<file path="config.mk">
export PLATFORM = sky130hd
export DESIGN_NAME = cpsi_core
export DESIGN_NICKNAME = d
export VERILOG_FILES = /design/src/cpsi_core.v
export VERILOG_INCLUDE_DIRS = /design/src
export SDC_FILE = /design/constraint.sdc
export NUM_CORES = 1
export LEC_CHECK = 0
export ABC_AREA = 1
export ABC_CLOCK_PERIOD_IN_PS = 6650
export CORE_MARGIN = 2
export CORE_UTILIZATION = 55
export DETAILED_ROUTE_END_ITERATION = 8
export DONT_BUFFER_PORTS = 1
export PLACE_DENSITY = 0.7
export SLEW_MARGIN = 20
export SYNTH_ARGS = -nofsm -noshare
export SYNTH_HDL_FRONTEND = slang
export SYNTH_SLANG_ARGS = --single-unit
</file>
<file path="constraint.sdc">
create_clock -name sys_clk -period 6.65 [get_ports sys_clk]
set_clock_uncertainty 0.1 [all_clocks]
set_input_delay 1.33 -clock sys_clk [delete_from_list [all_inputs] [get_ports sys_clk]]
set_output_delay 1.33 -clock sys_clk [all_outputs]
set_load 0.005 [all_outputs]
</file>
<file path="src/cpsi_defines.vh">
// constants for the core program-flow, stack and indirect-addressing block
// assumes inclusion by bare name from the design file
`ifndef CPSI_DEFINES_VH
`define CPSI_DEFINES_VH
// register word indices; not all are multiples of four
`define CPSI_IDX_RESET_CAUSE 12'h08E
`define CPSI_IDX_OSC_TRIM 12'h090
`define CPSI_IDX_PC_LOW 12'h002
`define CPSI_IDX_PC_HIGH_LATCH 12'h00A
`define CPSI_IDX_POINTER 12'h004
`define CPSI_IDX_BANK_EXT 12'h003
`define CPSI_IDX_CORE_STATUS 12'h0A0
// apb byte addresses: one aligned word per register, four times the index
`define CPSI_OFF_RESET_CAUSE (`CPSI_IDX_RESET_CAUSE << 2)
`define CPSI_OFF_OSC_TRIM (`CPSI_IDX_OSC_TRIM << 2)
`define CPSI_OFF_PC_LOW (`CPSI_IDX_PC_LOW << 2)
`define CPSI_OFF_PC_HIGH_LATCH (`CPSI_IDX_PC_HIGH_LATCH << 2)
`define CPSI_OFF_POINTER (`CPSI_IDX_POINTER << 2)
`define CPSI_OFF_BANK_EXT (`CPSI_IDX_BANK_EXT << 2)
`define CPSI_OFF_CORE_STATUS (`CPSI_IDX_CORE_STATUS << 2)
// field positions
`define CPSI_BIT_BROWNOUT 0
`define CPSI_BIT_POWERON 1
`define CPSI_TRIM_LSB 2
`define CPSI_TRIM_MSB 7
`define CPSI_BIT_BANK_EXT 7
// reset values
`define CPSI_RST_TRIM 6'h20
`define CPSI_RST_PC 13'h0000
// indirect operand address in the data space
`define CPSI_INDIRECT_ADDR 8'h00
`endif

</file>
<file path="src/cpsi_core.v">
// core program counter, circular return stack, indirect address former
// and the reset-cause and oscillator-trim registers on an apb slave.
// assumes instruction decode drives the one-cycle strobes on sys_clk and
// that detector inputs come from another domain.
//
// What this block does
// [RQ1] power-on event clears reset-cause bit 1; reads 1 otherwise; software rewrites 1
// [RQ2] brown-out event clears reset-cause bit 0; software sets it back to 1
// [RQ3] reset-cause bits 7..2 read zero and ignore writes
// [RQ4] trim register holds 6-bit field in bits 7..2; bits 1..0 read zero
// [RQ5] program counter is 13 bits; low byte register, upper bits from latch
// [RQ6] every reset clears the whole program counter
// [RQ7] writing the low byte loads upper bits from latch bits 4..0
// [RQ8] call or jump takes top counter bits from latch bits 4..3
// [RQ9] computed jumps across 256-byte blocks need software care with the latch
// [RQ10] eight-entry 13-bit stack, pointer neither readable nor writable
// [RQ11] call or interrupt vectoring pushes the current program counter plus one
// [RQ12] return, literal return and interrupt exit pop into the counter
// [RQ13] pushes and pops never touch the high-byte latch
// [RQ14] stack wraps circularly; ninth push overwrites the first entry
// [RQ15] no overflow or underflow indication exists
// [RQ16] indirect operand has no storage; access goes to pointed location
// [RQ17] indirect self-pointing reads 00h and writes do nothing
// [RQ18] indirect address is bank-extension bit above the 8-bit pointer
// [RQ19] call or jump takes counter bits 10..0 from the operand
// [RQ20] pops mirror pushes circularly, returning stale entries silently
//
// Design decision made here: register access over APB.
`timescale 1ns/100ps
`include "cpsi_defines.vh"

module cpsi_core #(
  parameter STACK_DEPTH = 8,
  parameter PC_WIDTH = 13
) (
  // clock and reset
  input wire sys_clk,
  input wire nrst,
  // apb slave
  input wire psel,
  input wire penable,
  input wire pwrite,
  input wire [11:0] paddr,
  input wire [31:0] pwdata,
  output reg [31:0] prdata,
  output reg pready,
  output reg pslverr,
  // reset detectors, asynchronous levels
  input wire poweron_event,
  input wire brownout_event,
  // instruction strobes from decode, same clock
  input wire step_pc,
  input wire call_instr,
  input wire jump_instr,
  input wire interrupt_vector,
  input wire [12:0] vector_addr,
  input wire [10:0] target_addr,
  input wire return_instr,
  input wire literal_return_instr,
  input wire interrupt_exit_instr,
  // indirect data access from decode
  input wire indirect_read,
  input wire indirect_write,
  input wire [7:0] indirect_wdata,
  input wire [7:0] data_rdata,
  // outputs to core
  output reg [12:0] program_counter,
  output reg [8:0] indirect_addr,
  output reg indirect_data_we,
  output reg [7:0] indirect_data_wdata,
  output reg [7:0] indirect_rdata,
  output reg [5:0] trim_field
);

  ////////////////////////////////////////////////////////////////////////
  // synchronisers and edge detect for the reset detectors
  reg [1:0] por_sync_reg;
  reg [1:0] bod_sync_reg;
  reg por_seen_reg;
  reg bod_seen_reg;
  wire por_rise;
  wire bod_rise;

  // power-on detector: two flops, then a delayed copy for the edge
  always @(posedge sys_clk or negedge nrst) begin
    if (!nrst) begin
      por_sync_reg <= 2'h0;
      por_seen_reg <= 1'b0;
    end else begin
      por_sync_reg <= {por_sync_reg[0], poweron_event};
      por_seen_reg <= por_sync_reg[1];
    end
  end

  // brown-out detector; idle low, so no false edge right after reset
  always @(posedge sys_clk or negedge nrst) begin
    if (!nrst) begin
      bod_sync_reg <= 2'h0;
      bod_seen_reg <= 1'b0;
    end else begin
      bod_sync_reg <= {bod_sync_reg[0], brownout_event};
      bod_seen_reg <= bod_sync_reg[1];
    end
  end

  assign por_rise = por_sync_reg[1] & ~por_seen_reg;
  assign bod_rise = bod_sync_reg[1] & ~bod_seen_reg;

  ////////////////////////////////////////////////////////////////////////
  // apb decode
  wire apb_access;
  wire apb_wr;
  wire hit_cause;
  wire hit_trim;
  wire hit_pcl;
  wire hit_latch;
  wire hit_ptr;
  wire hit_bank;
  wire hit_status;
  wire addr_ok;
  wire wr_cause;
  wire wr_trim;
  wire wr_pcl;
  wire wr_latch;
  wire wr_ptr;
  wire wr_bank;

  // exact match of the held bus address against one register's address
  function cpsi_addr_hit;
    input [11:0] addr;
    input [11:0] off;
    begin
      cpsi_addr_hit = (addr == off);
    end
  endfunction

  // access phase before the answer; pready rises at the next edge
  assign apb_access = psel & penable & ~pready;
  // writes land only at the edge where the master samples pready high
  assign apb_wr = psel & penable & pready & pwrite;
  assign hit_cause = cpsi_addr_hit(paddr, `CPSI_OFF_RESET_CAUSE);
  assign hit_trim = cpsi_addr_hit(paddr, `CPSI_OFF_OSC_TRIM);
  assign hit_pcl = cpsi_addr_hit(paddr, `CPSI_OFF_PC_LOW);
  assign hit_latch = cpsi_addr_hit(paddr, `CPSI_OFF_PC_HIGH_LATCH);
  assign hit_ptr = cpsi_addr_hit(paddr, `CPSI_OFF_POINTER);
  assign hit_bank = cpsi_addr_hit(paddr, `CPSI_OFF_BANK_EXT);
  assign hit_status = cpsi_addr_hit(paddr, `CPSI_OFF_CORE_STATUS);
  assign addr_ok = hit_cause | hit_trim | hit_pcl | hit_latch | hit_ptr | hit_bank
                   | hit_status;

  // one write strobe per writable register; status word is read only
  assign wr_cause = apb_wr & hit_cause;
  assign wr_trim = apb_wr & hit_trim;
  assign wr_pcl = apb_wr & hit_pcl;
  assign wr_latch = apb_wr & hit_latch;
  assign wr_ptr = apb_wr & hit_ptr;
  assign wr_bank = apb_wr & hit_bank;

  ////////////////////////////////////////////////////////////////////////
  // reset-cause flags and trim
  reg poweron_flag_reg;
  reg brownout_flag_reg;
  reg [4:0] pc_high_latch_reg;
  reg [7:0] pointer_reg;
  reg bank_ext_reg;

  // power-on flag; reset counts as power-on, event clear beats a write
  always @(posedge sys_clk or negedge nrst) begin
    if (!nrst) begin
      poweron_flag_reg <= 1'b0; // RQ1
    end else if (por_rise) begin
      poweron_flag_reg <= 1'b0; // RQ1
    end else if (wr_cause) begin
      poweron_flag_reg <= pwdata[`CPSI_BIT_POWERON]; // RQ1
    end
  end

  // brown-out flag; same priority, so an event is never lost to a write
  always @(posedge sys_clk or negedge nrst) begin
    if (!nrst) begin
      brownout_flag_reg <= 1'b1;
    end else if (bod_rise) begin
      brownout_flag_reg <= 1'b0; // RQ2
    end else if (wr_cause) begin
      brownout_flag_reg <= pwdata[`CPSI_BIT_BROWNOUT]; // RQ2
    end
  end

  // trim field; reset leaves the oscillator at its centre setting
  always @(posedge sys_clk or negedge nrst) begin
    if (!nrst) begin
      trim_field <= `CPSI_RST_TRIM;
    end else if (wr_trim) begin
      trim_field <= pwdata[`CPSI_TRIM_MSB:`CPSI_TRIM_LSB]; // RQ4
    end
  end

  // high-byte latch; only the bus writes it, never stack traffic
  always @(posedge sys_clk or negedge nrst) begin
    if (!nrst) begin
      pc_high_latch_reg <= 5'h00;
    end else if (wr_latch) begin
      pc_high_latch_reg <= pwdata[4:0]; // RQ13
    end
  end

  // pointer register for indirect access
  always @(posedge sys_clk or negedge nrst) begin
    if (!nrst) begin
      pointer_reg <= 8'h00;
    end else if (wr_ptr) begin
      pointer_reg <= pwdata[7:0];
    end
  end

  // bank-extension bit, kept at bit 7 of its word
  always @(posedge sys_clk or negedge nrst) begin
    if (!nrst) begin
      bank_ext_reg <= 1'b0;
    end else if (wr_bank) begin
      bank_ext_reg <= pwdata[`CPSI_BIT_BANK_EXT];
    end
  end

  ////////////////////////////////////////////////////////////////////////
  // return stack, circular with no overflow status
  reg [PC_WIDTH-1:0] stack_mem [0:STACK_DEPTH-1];
  // wrap relies on natural overflow of three bits, so depth must stay eight
  localparam PTR_W = 3;
  reg [PTR_W-1:0] stack_ptr_reg;
  wire do_push;
  wire do_pop;
  wire [PTR_W-1:0] pop_idx;
  integer i;

  assign do_push = call_instr | interrupt_vector; // RQ11
  assign do_pop = return_instr | literal_return_instr | interrupt_exit_instr; // RQ12
  assign pop_idx = stack_ptr_reg - 3'h1;

  // pointer wraps modulo depth; nothing flags over or underflow
  always @(posedge sys_clk or negedge nrst) begin
    if (!nrst) begin
      stack_ptr_reg <= 3'h0;
    end else if (do_push) begin
      stack_ptr_reg <= stack_ptr_reg + 3'h1; // RQ14 RQ15
    end else if (do_pop) begin
      stack_ptr_reg <= pop_idx; // RQ20
    end
  end

  // storage; a ninth push simply overwrites the oldest slot
  always @(posedge sys_clk or negedge nrst) begin
    if (!nrst) begin
      for (i = 0; i < STACK_DEPTH; i = i + 1) begin
        stack_mem[i] <= `CPSI_RST_PC;
      end
    end else if (do_push) begin
      stack_mem[stack_ptr_reg] <= program_counter + 13'h0001; // RQ10 RQ14
    end
  end

  ////////////////////////////////////////////////////////////////////////
  // program counter; the latch is never written by stack traffic
  reg [12:0] pc_next;

  always @* begin
    pc_next = program_counter;
    if (do_push && interrupt_vector) begin
      pc_next = vector_addr;
    end else if (call_instr || jump_instr) begin
      pc_next = {pc_high_latch_reg[4:3], target_addr}; // RQ8 RQ19
    end else if (do_pop) begin
      pc_next = stack_mem[pop_idx]; // RQ12 RQ13
    end else if (wr_pcl) begin
      pc_next = {pc_high_latch_reg, pwdata[7:0]}; // RQ7 RQ5
    end else if (step_pc) begin
      pc_next = program_counter + 13'h0001;
    end
  end

  always @(posedge sys_clk or negedge nrst) begin
    if (!nrst) begin
      program_counter <= `CPSI_RST_PC; // RQ6
    end else begin
      program_counter <= pc_next;
    end
  end

  ////////////////////////////////////////////////////////////////////////
  // indirect addressing path
  wire self_point;

  assign self_point = ({bank_ext_reg, pointer_reg} == {1'b0, `CPSI_INDIRECT_ADDR});

  // address follows pointer and bank one cycle late; outputs are flops
  always @(posedge sys_clk or negedge nrst) begin
    if (!nrst) begin
      indirect_addr <= 9'h000;
    end else begin
      indirect_addr <= {bank_ext_reg, pointer_reg}; // RQ18
    end
  end

  // write strobe dropped when the pointer selects the operand itself
  always @(posedge sys_clk or negedge nrst) begin
    if (!nrst) begin
      indirect_data_we <= 1'b0;
      indirect_data_wdata <= 8'h00;
    end else begin
      indirect_data_we <= indirect_write & ~self_point; // RQ16 RQ17
      indirect_data_wdata <= indirect_wdata; // RQ16
    end
  end

  // read data captured on a read strobe only, held otherwise
  always @(posedge sys_clk or negedge nrst) begin
    if (!nrst) begin
      indirect_rdata <= 8'h00;
    end else if (indirect_read) begin
      indirect_rdata <= self_point ? 8'h00 : data_rdata; // RQ16 RQ17
    end
  end

  ////////////////////////////////////////////////////////////////////////
  // apb read mux and answer
  reg [31:0] rd_mux;

  always @* begin
    rd_mux = 32'h00000000;
    if (hit_cause) begin
      rd_mux = {30'h00000000, poweron_flag_reg, brownout_flag_reg}; // RQ3
    end else if (hit_trim) begin
      rd_mux = {24'h000000, trim_field, 2'h0}; // RQ4
    end else if (hit_pcl) begin
      rd_mux = {24'h000000, program_counter[7:0]}; // RQ5
    end else if (hit_latch) begin
      rd_mux = {27'h0000000, pc_high_latch_reg};
    end else if (hit_ptr) begin
      rd_mux = {24'h000000, pointer_reg};
    end else if (hit_bank) begin
      rd_mux = {24'h000000, bank_ext_reg, 7'h00};
    end else if (hit_status) begin
      rd_mux = {19'h00000, program_counter}; // RQ10
    end
  end

  // answer one cycle into the access phase; unmapped gives pslverr
  always @(posedge sys_clk or negedge nrst) begin
    if (!nrst) begin
      pready <= 1'b0;
      pslverr <= 1'b0;
    end else begin
      pready <= apb_access;
      pslverr <= apb_access & ~addr_ok;
    end
  end

  // read data taken with pready rising, so it stands when sampled
  always @(posedge sys_clk or negedge nrst) begin
    if (!nrst) begin
      prdata <= 32'h00000000;
    end else if (apb_access && !pwrite) begin
      prdata <= rd_mux;
    end
  end

endmodule

</file>
==> summary.txt <==
Global route
  – Layer with the highest usage: met2
  – GR Util met2: approximately 45%
  – Global Route met3 Usage: ~7.2%
  – Vias in the first global route: slightly above 7000
  – Gr usage total: around 27%
  – Largest net degree at the start of global routing: 190
  – First-pass GRT wire length: just under 40000 um
  – Initial antenna violation count: 4
  – Grt ovf: 0
  – Met1 Use GR: roughly 37%

Cells and area
  – Filler instances: 1632
  – Design Area, Final: around 10000 um2
  – Nets@finish: ~1300
  – Register with the most flip-flops: stack_mem
  – Reg area: 4733 um2
  – Number of flip-flops in the largest register: approximately 100
  – Top flop regs: stack_mem (104), prdata (13), program_counter (13)
  – Area grow syn2layout: 5.487%
  – Fraction of layout cells with a size suffix above 1: around 6.5%
  – Multi-input gate area: about 4000 um2
  – Non-filler cells, final: about 1400

Power
  – Power Total: 4223 uW
  – Leak: 0.004967 uW
  – Pwr Density: 422.0 nW/um2
  – Sw Share: 40.90%
  – Combinational power share: ~36%
  – Pint: roughly 2500 uW
  – Register share of total power: between 40% and 50%
  – Peak VDD IR: 0.2467 mV
  – Clock network fraction of total power: 23.5%
  – Switching power: about 1700 uW

Clock tree
  – CTS tree: done
  – Post-CTS Resized: 0
  – Hold_buf cts: 0
  – Skew-Pair Late Insertion Delay: between 400 and 500 ps
  – Clk sinks: around 190
  – # Post-CTS Setup Buffers: 0
  – H-tree Lvls: 4
  – Clk slew on worst S/H paths: approximately 70 ps
  – CTS root buf: clkbuf_16
  – CTS max path bufs: 2
  – Total CTS buffers: 17

Critical path
  – R2R cell count: 12
  – Crit path launch type: input port
  – Worst-path fanout max: 17
  – Worst reg-to-reg setup slack: ~3700 ps
  – Critical path capture point type: flip-flop
  – CP Class: input port to flip-flop
  – Arr. time, crit path: around 3200 ps
  – WP data required: approximately 7000 ps
  – Reg-to-Reg End: program_counter[7]
  – Reg-to-Reg Start: stack_ptr_reg[0]

Placement
  – Gp weighted congestion: 0.9351
  – DP HPWL: 15820 um
  – # placed instances: approximately 1400
  – Cell Area, Placed: 9427 um2
  – Number of port buffers: 0

Floorplanning
  – Starting density of the core: between 50 and 60%
  – Core area: roughly 17000 um2
  – Row count: 48
  – Die extent in y: between 100 and 150 um
  – Die Span X: 135.3 um
  – Io pins: 179
  – Die ar.: around 18000 um2

Yosys
  – Post-Synth Adder-Cell Area: less than 1%
  – Post-synthesis async set-or-reset flop share: 100.0%
  – Largest family of logic cells by synthesized area: simple AND/OR/NAND/NOR gates
  – Synth Area in Simple Gates: between 20% and 30%
  – Mux contribution to synthesized area: 0.1055%
  – Compound-Gate Fraction of Synth Area: a little under an eighth
  – Synthesis Warnings: 0
  – Predominant post-synthesis flop cell: dfrtp_1
  – Register area share after synthesis: roughly 50%
  – Synth Cell Area: about 9500 um2
  – Cells after Synth: ~1200
  – Syn Area/Cell: approximately 7.7 um2
  – Xor and xnor area share after synthesis: approximately 1.1%
  – Synth Register Bits: approximately 190
  – Post-synth EDFFs: 0
  – Distinct cells, synth: 42

Drt
  – Via count: 7742
  – Drt total wl: 24200 um
  – Routed len/inst: approximately 17 um
  – Vias/cell: 5.354
  – Residual DRC count: 0
  – Number of detailed-route iterations in the first pass: 5
  – Antenna viol nets, final: 0
  – Detailed router's first-iteration violation count: 560

Run
  – Maxcap violations: 0

Timing
  – Minimum clock period: 2996 ps
  – Tightest Pin Transition: between 800 and 900 ps
  – Fmax: between 0.3 and 0.4 GHz
  – Relative slew slack: 40.71%
  – Final setup fails: 0
  – Final Hold Viols: 0
  – RSZ-0062 raised after global routing: false
  – Pins Over Slew Limit: 0
  – Setup TNS: 0 ps
  – Crit share post-route: 45.05%

Hold path
  – Worst hold-check path type: flip-flop to flip-flop
  – Hold endpoint: por_sync_reg[1]
  – Hold path start: por_sync_reg[0]
  – Hold path depth: 0

Outcome
  – Status: complete, no violations
-- metal layers --
metal / routed length (um) / vias up
met4: 306 / 0
met1: 10610 / 3658
met5: 0 / -
met2: 11680 / 235
li1: - / 3823
met3: 1606 / 26
-- synth_stat cells (all sizes together) (5+ instances only) --
library cell	number	area (um2)
nor3	9	61.31
o22ai	11	68.82
or2	11	68.82
buf	63	390.4
nand2	402	1516
o21ai	166	830.8
inv	94	352.8
dfrtp	187	4679
nand3	53	275.3
nand4	18	118.9
nor2	157	635.6
a21oi	22	110.1
xor2	6	67.56
clkbuf	14	52.55
o211ai	5	37.54
-- power by group through the flow --
stage	sequential, uW	combinational [uW]	clock (uW)
floorplan	1660	1250	0
global placement	1710	1490	0
detailed placement	1720	1520	0
CTS	1700	1520	1000
global route	1750	1760	1050
finish	1700	1530	991
-- cell type report --
type                    instances  share of cell area (%)
inverters                      97                   3.638
well taps                     225                   2.813
clock inverters                15                   1.450
repair buffers                  4                  0.3001
diodes                          4                  0.1000
multi-input cells             895                   40.15
clock buffers                  17                   4.251
flip-flops and latches        189                   47.30
-- worst max-delay path by stage --
stage / startpoint / depth (start not counted) / slack, ps / end
global placement: literal_return_instr / 9 / 3250 / program_counter[7]
CTS: stack_ptr_reg[0] / 12 / 3680 / program_counter[7]
detailed placement: literal_return_instr / 9 / 3230 / program_counter[7]
global route: stack_ptr_reg[0] / 12 / 3460 / program_counter[7]
floorplan: literal_return_instr / 12 / 4090 / program_counter[4]
finish: literal_return_instr / 9 / 3650 / program_counter[7]
-- cell usage in the layout (no fill, tap or decap), drive strengths merged --
master    netlist  layout
a21oi          22      22
a221oi          2       2
and2            3       3
and3            2       2
buf            63       4
clkbuf         14      17
clkinv          3       7
clkinvlp        0       3
conb            1      19
dfrtp         187     187
dfstp           2       2
diode           0       4
ha              3       3
inv            94     102
mux2i           1       1
nand2         402     402
nand3          53      53
nand3b          1       1
nand4          18      18
nor2          157     157
nor3            9       9
nor4            1       1
o211ai          5       5
o21ai         166     166
o21bai          1       1
o22ai          11      11
or2            11      11
xnor2           2       2
xor2            6       6
-- stage by stage --
step	hold slack (ps)	util (%)	setup slack, ps
2_1_floorplan	231.2	-	4092
5_1_grt	257.1	58.66	3460
6_report	249.6	58.67	3654
4_1_cts	253.4	58.61	3680
3_3_place_gp	233.2	55.27	3255
3_5_place_dp	235.6	55.27	3231
-- kinds of logic (layout without fill, tap and decap cells) --
family,after synthesis,in the layout
compound gates,207,207
xor+xnor,8,8
fa+ha+maj,3,3
buf+inv,174,133
flops,189,189
mux,1,1
other cells,1,23
simple gates,657,657
-- critical path: stages --
cell	delay, ps
nor3_4	680
nor2_2	340
and3_1	250
nor2_1	210
nand2_1	150
nand2_1	80
nand2_1	50
nand2_1	70
nand2_1	40
Note: power is estimated with default switching activity, not from simulation.
